<file path="config.mk">
export PLATFORM = sky130hd
export DESIGN_NAME = scb_config_bank
export DESIGN_NICKNAME = d
export VERILOG_FILES = /design/src/scb_pkg.sv /design/src/scb_strap_if.sv /design/src/scb_config_bank.sv /design/src/scb_pin_sync.sv
export SDC_FILE = /design/constraint.sdc
export NUM_CORES = 1
export LEC_CHECK = 0
export BUFFER_PORTS_ARGS = -buffer_cell sky130_fd_sc_hd__buf_2
export CAP_MARGIN = 20
export CORE_ASPECT_RATIO = 2
export CORE_MARGIN = 10
export CORE_UTILIZATION = 50
export DETAILED_ROUTE_END_ITERATION = 12
export HOLD_SLACK_MARGIN = 0.15
export PLACE_DENSITY = 0.76
export SYNTH_ARGS = -nofsm -noshare
export SYNTH_HDL_FRONTEND = slang
export SYNTH_SLANG_ARGS = --single-unit
export TNS_END_PERCENT = 5
</file>
<file path="constraint.sdc">
create_clock -name clock -period 1.5 [get_ports clock]
set_input_delay 0.075 -clock clock [delete_from_list [all_inputs] [get_ports clock]]
set_output_delay 0.075 -clock clock [all_outputs]
set_load 0.02 [all_outputs]
</file>
<file path="src/scb_pkg.sv">
// constants shared by the strap configuration register bank and its pin synchroniser
// assumes one 25 MHz clock and a synchronous active-low power-on reset
//
// Behaviour
// [RL1] one receiver-detect enable strap serves all four group B channels
// [RL2] each group takes a two-bit swing select from its own strap pair
// [RL3] group signal-detect output is high while channel 0 input exceeds threshold
// [RL4] with source select high, configuration comes from captured straps in registers
// [RL5] with source select high, every host register write is refused
// [RL6] with source select low, host writes to control registers are accepted
// [RL7] source select is never latched; it gates host access every cycle
// [RL8] all listed straps are captured into the registers once at power-on
// [RL9] one equalization setting per group, applied alike to its four channels
// [RL10] equalization is a three-bit code, 000 weakest to 111 strongest
// [RL11] each group's three equalization straps load its equalization field at power-up
// [RL12] one swing and emphasis setting per group, applied alike to its channels
// [RL13] swing and emphasis-level straps load the output fields at power-up
// [RL14] group B has its own three equalization select straps
// [RL15] source select high means strap control and no host operation; host reads still return register data here
// [RL16] three straps give slave address bits 0, 1 and 4
// [RL17] straps are synchronised and captured exactly once after reset release
package scb_pkg;

  // ----------------------------------------------------------------
  // register selects for the host write and read port
  // ----------------------------------------------------------------
  localparam logic [1:0] SEL_CTRL  = 2'h0;
  localparam logic [1:0] SEL_GRP_A = 2'h1;
  localparam logic [1:0] SEL_GRP_B = 2'h2;

  // ----------------------------------------------------------------
  // control register fields
  // ----------------------------------------------------------------
  localparam int CTRL_LOOPBACK_N = 0;
  localparam int CTRL_CHAN_RST_N = 1;
  localparam int CTRL_PWR_DOWN_N = 2;
  localparam int CTRL_RXD_A      = 3;
  localparam int CTRL_RXD_B      = 4;
  localparam int CTRL_EMPH_TYP_A = 5;
  localparam int CTRL_EMPH_TYP_B = 6;

  // ----------------------------------------------------------------
  // group register fields: eq [2:0], emphasis [5:3], swing [7:6]
  // ----------------------------------------------------------------
  localparam int GRP_EQ_LSB    = 0;
  localparam int GRP_EMPH_LSB  = 3;
  localparam int GRP_SWING_LSB = 6;

  // ----------------------------------------------------------------
  // synchronised strap vector layout
  // ----------------------------------------------------------------
  localparam int STRAP_CTRL_LSB  = 0;   // 7 control bits
  localparam int STRAP_GRP_A_LSB = 7;   // 8 group A bits
  localparam int STRAP_GRP_B_LSB = 15;  // 8 group B bits
  localparam int STRAP_ADDR_LSB  = 23;  // 3 address bits
  localparam int STRAP_WIDTH     = 26;

  // ----------------------------------------------------------------
  // values after reset: strap pins are pulled up, so ones
  // ----------------------------------------------------------------
  localparam logic [7:0] CTRL_RST   = 8'h7F;
  localparam logic [7:0] GRP_RST    = 8'hFF;
  localparam logic [2:0] ADDR_RST   = 3'h7;
  localparam logic       MODE_RST   = 1'b1;
  localparam logic [1:0] SYNC_FILL  = 2'h2;  // edges until sync stages hold pin values

endpackage : scb_pkg

</file>
<file path="src/scb_strap_if.sv">
// carrier for synchronised pins between the pin synchroniser and the register bank
// assumes both ends run on the same clock
interface scb_strap_if;
  logic [25:0] straps;
  logic        mode_high;
  logic        det_a;
  logic        det_b;
  logic        capture;

  modport sync (output straps, output mode_high, output det_a, output det_b, output capture);
  modport bank (input straps, input mode_high, input det_a, input det_b, input capture);
endinterface : scb_strap_if
</file>
<file path="src/scb_config_bank.sv">
// strap configuration register bank: strap capture, host write gating, group settings
// assumes host write and read port signals are on clock; all pins are asynchronous
module scb_config_bank (
  input  wire logic       clock,
  input  wire logic       rst_n,
  // strap pins
  input  wire logic       loopback_n,
  input  wire logic       chan_reset_n,
  input  wire logic       power_down_n,
  input  wire logic       group_a_rx_detect_en,
  input  wire logic       group_b_rx_detect_en,
  input  wire logic       group_a_emph_type_select,
  input  wire logic       group_b_emph_type_select,
  input  wire logic [2:0] group_a_eq_select,
  input  wire logic [2:0] group_b_eq_select,
  input  wire logic [2:0] group_a_emph_level,
  input  wire logic [2:0] group_b_emph_level,
  input  wire logic [1:0] group_a_swing_select,
  input  wire logic [1:0] group_b_swing_select,
  input  wire logic [2:0] slave_address_straps,
  input  wire logic       config_source_select,
  input  wire logic       group_a_level_above_threshold,
  input  wire logic       group_b_level_above_threshold,
  // host register port
  input  wire logic       host_wr_valid,
  input  wire logic [1:0] host_wr_sel,
  input  wire logic [7:0] host_wr_data,
  input  wire logic [1:0] host_rd_sel,
  output logic      [7:0] host_rd_data,
  output logic            host_access_enabled,
  output logic            host_wr_refused,
  output logic            config_captured,
  // applied configuration
  output logic            cfg_loopback_n,
  output logic            cfg_chan_reset_n,
  output logic            cfg_power_down_n,
  output logic            cfg_group_a_rx_detect_en,
  output logic            cfg_group_b_rx_detect_en,
  output logic            cfg_group_a_emph_type,
  output logic            cfg_group_b_emph_type,
  output logic      [2:0] cfg_group_a_eq_level,
  output logic      [2:0] cfg_group_b_eq_level,
  output logic      [2:0] cfg_group_a_emph_level,
  output logic      [2:0] cfg_group_b_emph_level,
  output logic      [1:0] cfg_group_a_swing,
  output logic      [1:0] cfg_group_b_swing,
  output logic      [2:0] slave_address_bits,
  output logic            group_a_signal_detected,
  output logic            group_b_signal_detected
);

  scb_strap_if pins ();

  logic [scb_pkg::STRAP_WIDTH-1:0] straps_raw;
  logic [7:0]                      ctrl_q;
  logic [7:0]                      grp_a_q;
  logic [7:0]                      grp_b_q;
  logic [2:0]                      addr_q;
  logic                            captured_q;
  logic                            access_q;
  logic                            refused_q;
  logic [7:0]                      rd_q;
  logic                            det_a_q;
  logic                            det_b_q;
  logic                            wr_ok;

  // ----------------------------------------------------------------
  // decoding
  // ----------------------------------------------------------------
  // true when an accepted host write targets register idx
  function automatic logic wr_hits(input logic ok, input logic [1:0] sel, input logic [1:0] idx);
    wr_hits = ok && (sel == idx);
  endfunction : wr_hits

  // pack one group's straps in register field order
  function automatic logic [7:0] grp_pack(input logic [2:0] eq, input logic [2:0] emph,
                                          input logic [1:0] swing);
    grp_pack = {swing, emph, eq};
  endfunction : grp_pack

  // ----------------------------------------------------------------
  // pin synchronisation
  // ----------------------------------------------------------------
  // strap vector in the layout that the capture logic slices
  assign straps_raw = {slave_address_straps,                                      // RL16
                       grp_pack(group_b_eq_select, group_b_emph_level,            // RL14
                                group_b_swing_select),
                       grp_pack(group_a_eq_select, group_a_emph_level,
                                group_a_swing_select),                            // RL2
                       group_b_emph_type_select, group_a_emph_type_select,
                       group_b_rx_detect_en, group_a_rx_detect_en,                // RL1
                       power_down_n, chan_reset_n, loopback_n};

  scb_pin_sync u_sync (
    .clock      (clock),
    .rst_n      (rst_n),
    .straps_raw (straps_raw),
    .mode_raw   (config_source_select),
    .det_a_raw  (group_a_level_above_threshold),
    .det_b_raw  (group_b_level_above_threshold),
    .pins       (pins)
  );

  // source select read live every cycle, never held
  assign wr_ok = host_wr_valid && captured_q && !pins.mode_high;    // RL5 RL6 RL7 RL15

  // ----------------------------------------------------------------
  // configuration registers
  // ----------------------------------------------------------------
  // capture beats a host write in its cycle; writes wait until captured
  always_ff @(posedge clock) begin
    if (!rst_n) begin
      ctrl_q  <= scb_pkg::CTRL_RST;
      grp_a_q <= scb_pkg::GRP_RST;
      grp_b_q <= scb_pkg::GRP_RST;
    end else if (pins.capture) begin
      ctrl_q  <= {1'b0, pins.straps[scb_pkg::STRAP_CTRL_LSB +: 7]};   // RL8
      grp_a_q <= pins.straps[scb_pkg::STRAP_GRP_A_LSB +: 8];           // RL11 RL13
      grp_b_q <= pins.straps[scb_pkg::STRAP_GRP_B_LSB +: 8];           // RL11 RL13 RL14
    end else begin
      if (wr_hits(wr_ok, host_wr_sel, scb_pkg::SEL_CTRL)) begin
        ctrl_q <= {1'b0, host_wr_data[6:0]};                           // RL6
      end
      if (wr_hits(wr_ok, host_wr_sel, scb_pkg::SEL_GRP_A)) begin
        grp_a_q <= host_wr_data;
      end
      if (wr_hits(wr_ok, host_wr_sel, scb_pkg::SEL_GRP_B)) begin
        grp_b_q <= host_wr_data;
      end
    end
  end

  // ----------------------------------------------------------------
  // slave address and capture flag
  // ----------------------------------------------------------------
  // address bits are strap-only; the host cannot move its own address
  always_ff @(posedge clock) begin
    if (!rst_n) begin
      addr_q     <= scb_pkg::ADDR_RST;
      captured_q <= 1'b0;
    end else if (pins.capture) begin
      addr_q     <= pins.straps[scb_pkg::STRAP_ADDR_LSB +: 3];        // RL16
      captured_q <= 1'b1;                                             // RL17
    end
  end

  // ----------------------------------------------------------------
  // host port status and read data
  // ----------------------------------------------------------------
  // refused is high the cycle after each refused write cycle; read data lags its select by one edge
  always_ff @(posedge clock) begin
    if (!rst_n) begin
      access_q  <= 1'b0;
      refused_q <= 1'b0;
      rd_q      <= 8'h00;
    end else begin
      access_q  <= !pins.mode_high;                                   // RL7 RL15
      refused_q <= host_wr_valid && !wr_ok;                           // RL5
      case (host_rd_sel)
        scb_pkg::SEL_CTRL:  rd_q <= ctrl_q;
        scb_pkg::SEL_GRP_A: rd_q <= grp_a_q;
        scb_pkg::SEL_GRP_B: rd_q <= grp_b_q;
        default:            rd_q <= {5'h00, addr_q};
      endcase
    end
  end

  // ----------------------------------------------------------------
  // signal detect status
  // ----------------------------------------------------------------
  // detector levels leave the synchroniser through one more register
  always_ff @(posedge clock) begin
    if (!rst_n) begin
      det_a_q <= 1'b0;
      det_b_q <= 1'b0;
    end else begin
      det_a_q <= pins.det_a;                                          // RL3
      det_b_q <= pins.det_b;                                          // RL3
    end
  end

  // ----------------------------------------------------------------
  // outputs, each a register bit
  // ----------------------------------------------------------------
  // one field per group drives all four lanes of that group alike
  assign cfg_loopback_n           = ctrl_q[scb_pkg::CTRL_LOOPBACK_N];              // RL4
  assign cfg_chan_reset_n         = ctrl_q[scb_pkg::CTRL_CHAN_RST_N];
  assign cfg_power_down_n         = ctrl_q[scb_pkg::CTRL_PWR_DOWN_N];
  assign cfg_group_a_rx_detect_en = ctrl_q[scb_pkg::CTRL_RXD_A];
  assign cfg_group_b_rx_detect_en = ctrl_q[scb_pkg::CTRL_RXD_B];                   // RL1
  assign cfg_group_a_emph_type    = ctrl_q[scb_pkg::CTRL_EMPH_TYP_A];
  assign cfg_group_b_emph_type    = ctrl_q[scb_pkg::CTRL_EMPH_TYP_B];
  assign cfg_group_a_eq_level     = grp_a_q[scb_pkg::GRP_EQ_LSB +: 3];             // RL9 RL10
  assign cfg_group_b_eq_level     = grp_b_q[scb_pkg::GRP_EQ_LSB +: 3];             // RL9 RL10
  assign cfg_group_a_emph_level   = grp_a_q[scb_pkg::GRP_EMPH_LSB +: 3];           // RL12
  assign cfg_group_b_emph_level   = grp_b_q[scb_pkg::GRP_EMPH_LSB +: 3];           // RL12
  assign cfg_group_a_swing        = grp_a_q[scb_pkg::GRP_SWING_LSB +: 2];          // RL2
  assign cfg_group_b_swing        = grp_b_q[scb_pkg::GRP_SWING_LSB +: 2];          // RL2
  assign slave_address_bits       = addr_q;
  assign group_a_signal_detected  = det_a_q;
  assign group_b_signal_detected  = det_b_q;
  assign host_rd_data             = rd_q;
  assign host_access_enabled      = access_q;
  assign host_wr_refused          = refused_q;
  assign config_captured          = captured_q;
endmodule : scb_config_bank

</file>
<file path="src/scb_pin_sync.sv">
// two-stage synchronisers for all pin inputs and the one-shot strap capture pulse
// assumes pins are asynchronous to clock and rst_n is the power-on reset
module scb_pin_sync (
  input  wire logic                          clock,
  input  wire logic                          rst_n,
  input  wire logic [scb_pkg::STRAP_WIDTH-1:0] straps_raw,
  input  wire logic                          mode_raw,
  input  wire logic                          det_a_raw,
  input  wire logic                          det_b_raw,
  scb_strap_if.sync                          pins
);

  logic [scb_pkg::STRAP_WIDTH-1:0] straps_m_q;
  logic [scb_pkg::STRAP_WIDTH-1:0] straps_s_q;
  logic [2:0]                      misc_m_q;
  logic [2:0]                      misc_s_q;
  logic [1:0]                      fill_q;
  logic                            done_q;
  logic                            capture_q;

  // ----------------------------------------------------------------
  // synchronisers: first stage feeds only the second
  // ----------------------------------------------------------------
  always_ff @(posedge clock) begin
    straps_m_q <= straps_raw;          // RL17
    straps_s_q <= straps_m_q;
    misc_m_q   <= {mode_raw, det_b_raw, det_a_raw};
    if (!rst_n) begin
      misc_s_q <= {scb_pkg::MODE_RST, 2'h0};
    end else begin
      misc_s_q <= misc_m_q;            // RL7
    end
  end

  // ----------------------------------------------------------------
  // capture once, after the sync stages have filled
  // ----------------------------------------------------------------
  // waiting two edges avoids loading stale pipeline contents
  always_ff @(posedge clock) begin
    if (!rst_n) begin
      fill_q    <= 2'h0;
      done_q    <= 1'b0;
      capture_q <= 1'b0;
    end else begin
      capture_q <= 1'b0;
      if (fill_q != scb_pkg::SYNC_FILL) begin
        fill_q <= fill_q + 2'h1;
      end else if (!done_q) begin
        done_q    <= 1'b1;             // RL17
        capture_q <= 1'b1;
      end
    end
  end

  assign pins.straps    = straps_s_q;
  assign pins.det_a     = misc_s_q[0];
  assign pins.det_b     = misc_s_q[1];
  assign pins.mode_high = misc_s_q[2];
  assign pins.capture   = capture_q;

endmodule : scb_pin_sync

</file>
==> flow_metrics.tcl <==
set metrics [dict create \
    outcome "complete, no violations" \
    track_usage_pct 13.93 \
    powerDensity_nw_per_um2 1419 \
    yosysWarnings 0 \
    clock_skew_ns 0.004238 \
    grt_overflow 0 \
    io_buffers 82 \
    dp_slack_ns 0.06801 \
    hp-start "host_rd_sel[1]" \
    cts_tree "built" \
    ys.flop_type "dfxtp_1" \
    totalWireLength_mm 6.749 \
    critPathMaxFanout 8 \
    diodes 0 \
    synth-seq-cells 101 \
    die_area_sq_um 10220 \
    vias 2217 \
    fp.dieH_microns 133.3 \
    slew_headroom_pct 75.80 \
    critPathKind "reg -> reg" \
    r2r_slack_ns 0.06 \
    fmax_mhz 696.6 \
    avgSynthCellArea_sq_um 12.07 \
    syn-cell-area_sq_um 3209 \
    cts.path.max_buffers 2 \
    drt-wirelength-per-cell_microns 14.09 \
    postCtsSetupRepairBufs 0 \
    final-seq-area_sq_um 2022 \
    viasPerCell 4.628 \
    gp_congestion 0.7743 \
    syn2layout_area_growth_pct 36.53 \
    cts_buffers 9 \
    synthCells 266 \
    min_period_ns 1.435 \
    core_sq_um 6259 \
    maxCapViolations 0 \
    synthesis.nets 311 \
    holdWs_ns 0.1646 \
    period_share_pct 95.70 \
    clkTransAtPathRegs_ns 0.06 \
    fill_cells 493 \
    ys_types 26 \
    vdd_ir_drop_max_mv 1.079 \
    post_cts_resize_count 0 \
    tns_ns 0 \
    synth_edf_count 0 \
    power_w 0.006218 \
    critPathArrivalTime_ns 1.66 \
    antenna_left 0 \
    start_util_pct 51.28 \
    multi_input_area_sq_um 1115 \
    worstMarginPinSlew_ns 0.3622 \
    ios 83 \
    drtPass1Iterations 4 \
    maxSlewViolCount 0 \
    antenna_found_initial 0 \
    hold-path-endpoint "host_rd_data[7]$_SDFF_PN0_" \
    power_leakage_nw 1.793 \
    grt_setup_unrepaired "no" \
    layout-drive-gt1-share_pct 33.33 \
    ys_seq_area_share_pct 63.00 \
    fin_ws_ns 0.06454 \
    finalSetupViolCount 0 \
    ff2ff_path_depth 3 \
    async_reset_ff_share_pct 0 \
    rows 41 \
    r2r-start "u_sync.misc_s_q[2]$_SDFF_PN1_" \
    cts_root_buf "clkbuf_16" \
    grt_pass1_vias 2333 \
    h-tree-depth 3 \
    cp-end-kind "flop" \
    required_ns 1.73 \
    drtIter0Drc 108 \
    r2r_end "grp_a_q[0]$_SDFFE_PN1P_" \
    dp_hpwl_mm 4.882 \
    hold-path-cell-count 3 \
    hold_path.class "in -> reg" \
    cp-start-kind "flop" \
    nNetsFinal 433 \
    route.detailed.drc 0 \
    grt_pass1_wl_mm 11.16 \
    final_hold_viol_count 0 \
    die_w_microns 76.65 \
    grt_max_degree 47 \
    cts_sinks 101 \
    clock_latency_ns 0.34 \
]
metrics by stage:
step / area (sq um) / util, % / std cells
finish: 4382 / 70.01 / 479
global route: 4382 / 70.01 / 479
CTS: 4382 / 70.01 / 479
detailed placement: 3716 / 59.38 / 426
global placement: 3716 / 59.38 / 426
floorplan: 3209 / - / 266
state kept, by name, indices dropped and copies added (netlist names):
signal and cells:
u_sync.straps_m_q 26, host_access_enabled 1, slave_address_bits 3, host_wr_refused 1
u_sync.done_q 1, u_sync.misc_m_q 3, group_b_signal_detected 1, u_sync.pins.straps 26
u_sync.pins.capture 1, grp_a_q 8, u_sync.misc_s_q 3, host_rd_data 8
group_a_signal_detected 1, grp_b_q 8, config_captured 1, u_sync.fill_q 2
ctrl_q 7
worst max-delay path, cell delays in order (launching register included):
cell      delay, ns
dfxtp_1        0.40
and4bb_4       0.25
a21oi_4        0.30
mux2_2         0.38
report_power, final:
part | leakage, nW | switching [W] | internal (W) | total (W)
sequential | 0.842 | 0.000110 | 0.00291 | 0.00302
clock | 0.136 | 0.000909 | 0.00134 | 0.00225
combinational | 0.815 | 0.000482 | 0.000464 | 0.000946
total | 1.79 | 0.00150 | 0.00472 | 0.00622
final cells by class:
| class | count | share of cell area (%) |
|---|---|---|
| Sequential cell | 101 | 46.15 |
| Timing Repair Buffer | 124 | 18.96 |
| Multi-Input combinational cell | 149 | 25.44 |
| Clock inverter | 3 | 1.028 |
| Inverter | 3 | 0.2570 |
| Clock buffer | 13 | 5.711 |
| Tap cell | 86 | 2.456 |
Yosys cell counts (2+ instances only):
cell | instances | area share, %
dfxtp_1 | 101 | 63
nand2b_1 | 31 | 6.0
nand2_1 | 29 | 3.4
mux2_2 | 23 | 8.1
nand3_1 | 21 | 3.3
and2_1 | 13 | 2.5
mux2i_1 | 9 | 2.8
buf_2 | 7 | 1.1
clkbuf_1 | 5 | 0.58
o2bb2ai_1 | 4 | 1.1
a21oi_4 | 3 | 1.5
inv_1 | 3 | 0.35
mux4_2 | 3 | 2.1
o21a_1 | 2 | 0.47
layout by cell type (no fill, tap or decap):
| cell | synthesis | layout |
|---|---|---|
| dfxtp_1 | 101 | 101 |
| buf_2 | 7 | 82 |
| dlygate4sd3_1 | 0 | 37 |
| nand2b_1 | 31 | 31 |
| nand2_1 | 29 | 29 |
| mux2_2 | 23 | 23 |
| nand3_1 | 21 | 21 |
| and2_1 | 13 | 13 |
| mux2i_1 | 9 | 9 |
| clkbuf_16 | 0 | 9 |
| o2bb2ai_1 | 4 | 4 |
| buf_4 | 1 | 4 |
| inv_1 | 3 | 3 |
| a21oi_4 | 3 | 3 |
| mux4_2 | 3 | 3 |
| clkbuf_1 | 5 | 3 |
| o21a_1 | 2 | 2 |
| clkinvlp_4 | 0 | 2 |
| and4bb_4 | 1 | 1 |
| nor4bb_4 | 1 | 1 |
| nor2b_1 | 1 | 1 |
| xnor2_1 | 1 | 1 |
| and2b_1 | 1 | 1 |
| a21oi_1 | 1 | 1 |
| nand3b_1 | 1 | 1 |
| a21boi_0 | 1 | 1 |
| and3b_1 | 1 | 1 |
| o21ai_0 | 1 | 1 |
| ha_1 | 1 | 1 |
| bufinv_16 | 0 | 1 |
| clkbuf_8 | 0 | 1 |
| buf_12 | 0 | 1 |
what timing repair did:
action,CTS,global route
setup endpoints to repair,0,0
hold endpoints to repair,43,0
hold buffers,37,0
worst max path at each step:
stage                                             start                      end  slack, ns  depth (start not counted)
after floorplan            config_captured$_SDFFE_PN0P_  grp_a_q[0]$_SDFFE_PN1P_       0.15                          3
after global placement    u_sync.misc_s_q[2]$_SDFF_PN1_  grp_a_q[6]$_SDFFE_PN1P_       0.12                          3
after detailed placement  u_sync.misc_s_q[2]$_SDFF_PN1_  grp_a_q[0]$_SDFFE_PN1P_       0.07                          3
after CTS                 u_sync.misc_s_q[2]$_SDFF_PN1_  grp_a_q[2]$_SDFFE_PN1P_       0.06                          3
after global routing      u_sync.misc_s_q[2]$_SDFF_PN1_  grp_a_q[2]$_SDFFE_PN1P_       0.03                          3
final                     u_sync.misc_s_q[2]$_SDFF_PN1_  grp_a_q[0]$_SDFFE_PN1P_       0.06                          3
metal layers:
| metal | part of all wire [%] | vias to the layer above | global-route usage [%] |
|---|---|---|---|
| met1 | 36 | 1035 | 12.56 |
| met2 | 56 | 51 | 25.71 |
| met4 | 2.3 | 0 | 7.588 |
| li1 | - | 1119 | - |
| met3 | 5.6 | 12 | 5.391 |
| met5 | 0 | - | 0 |
cells by family (layout without fill, tap and decap cells):
| family | after synthesis | count (layout) | share of synthesized area [%] |
|---|---|---|---|
| AOI/OAI and AO/OA | 12 | 12 | 3.625 |
| xor gates and xnor gates | 1 | 1 | 0.2730 |
| adders and majority gates | 1 | 1 | 0.3898 |
| buffers and inverters | 16 | 143 | 2.261 |
| DFF | 101 | 101 | 63.00 |
| muxes | 35 | 35 | 12.98 |
| and+or+nand+nor | 100 | 100 | 17.47 |
Power figures use the tool's default switching activity.
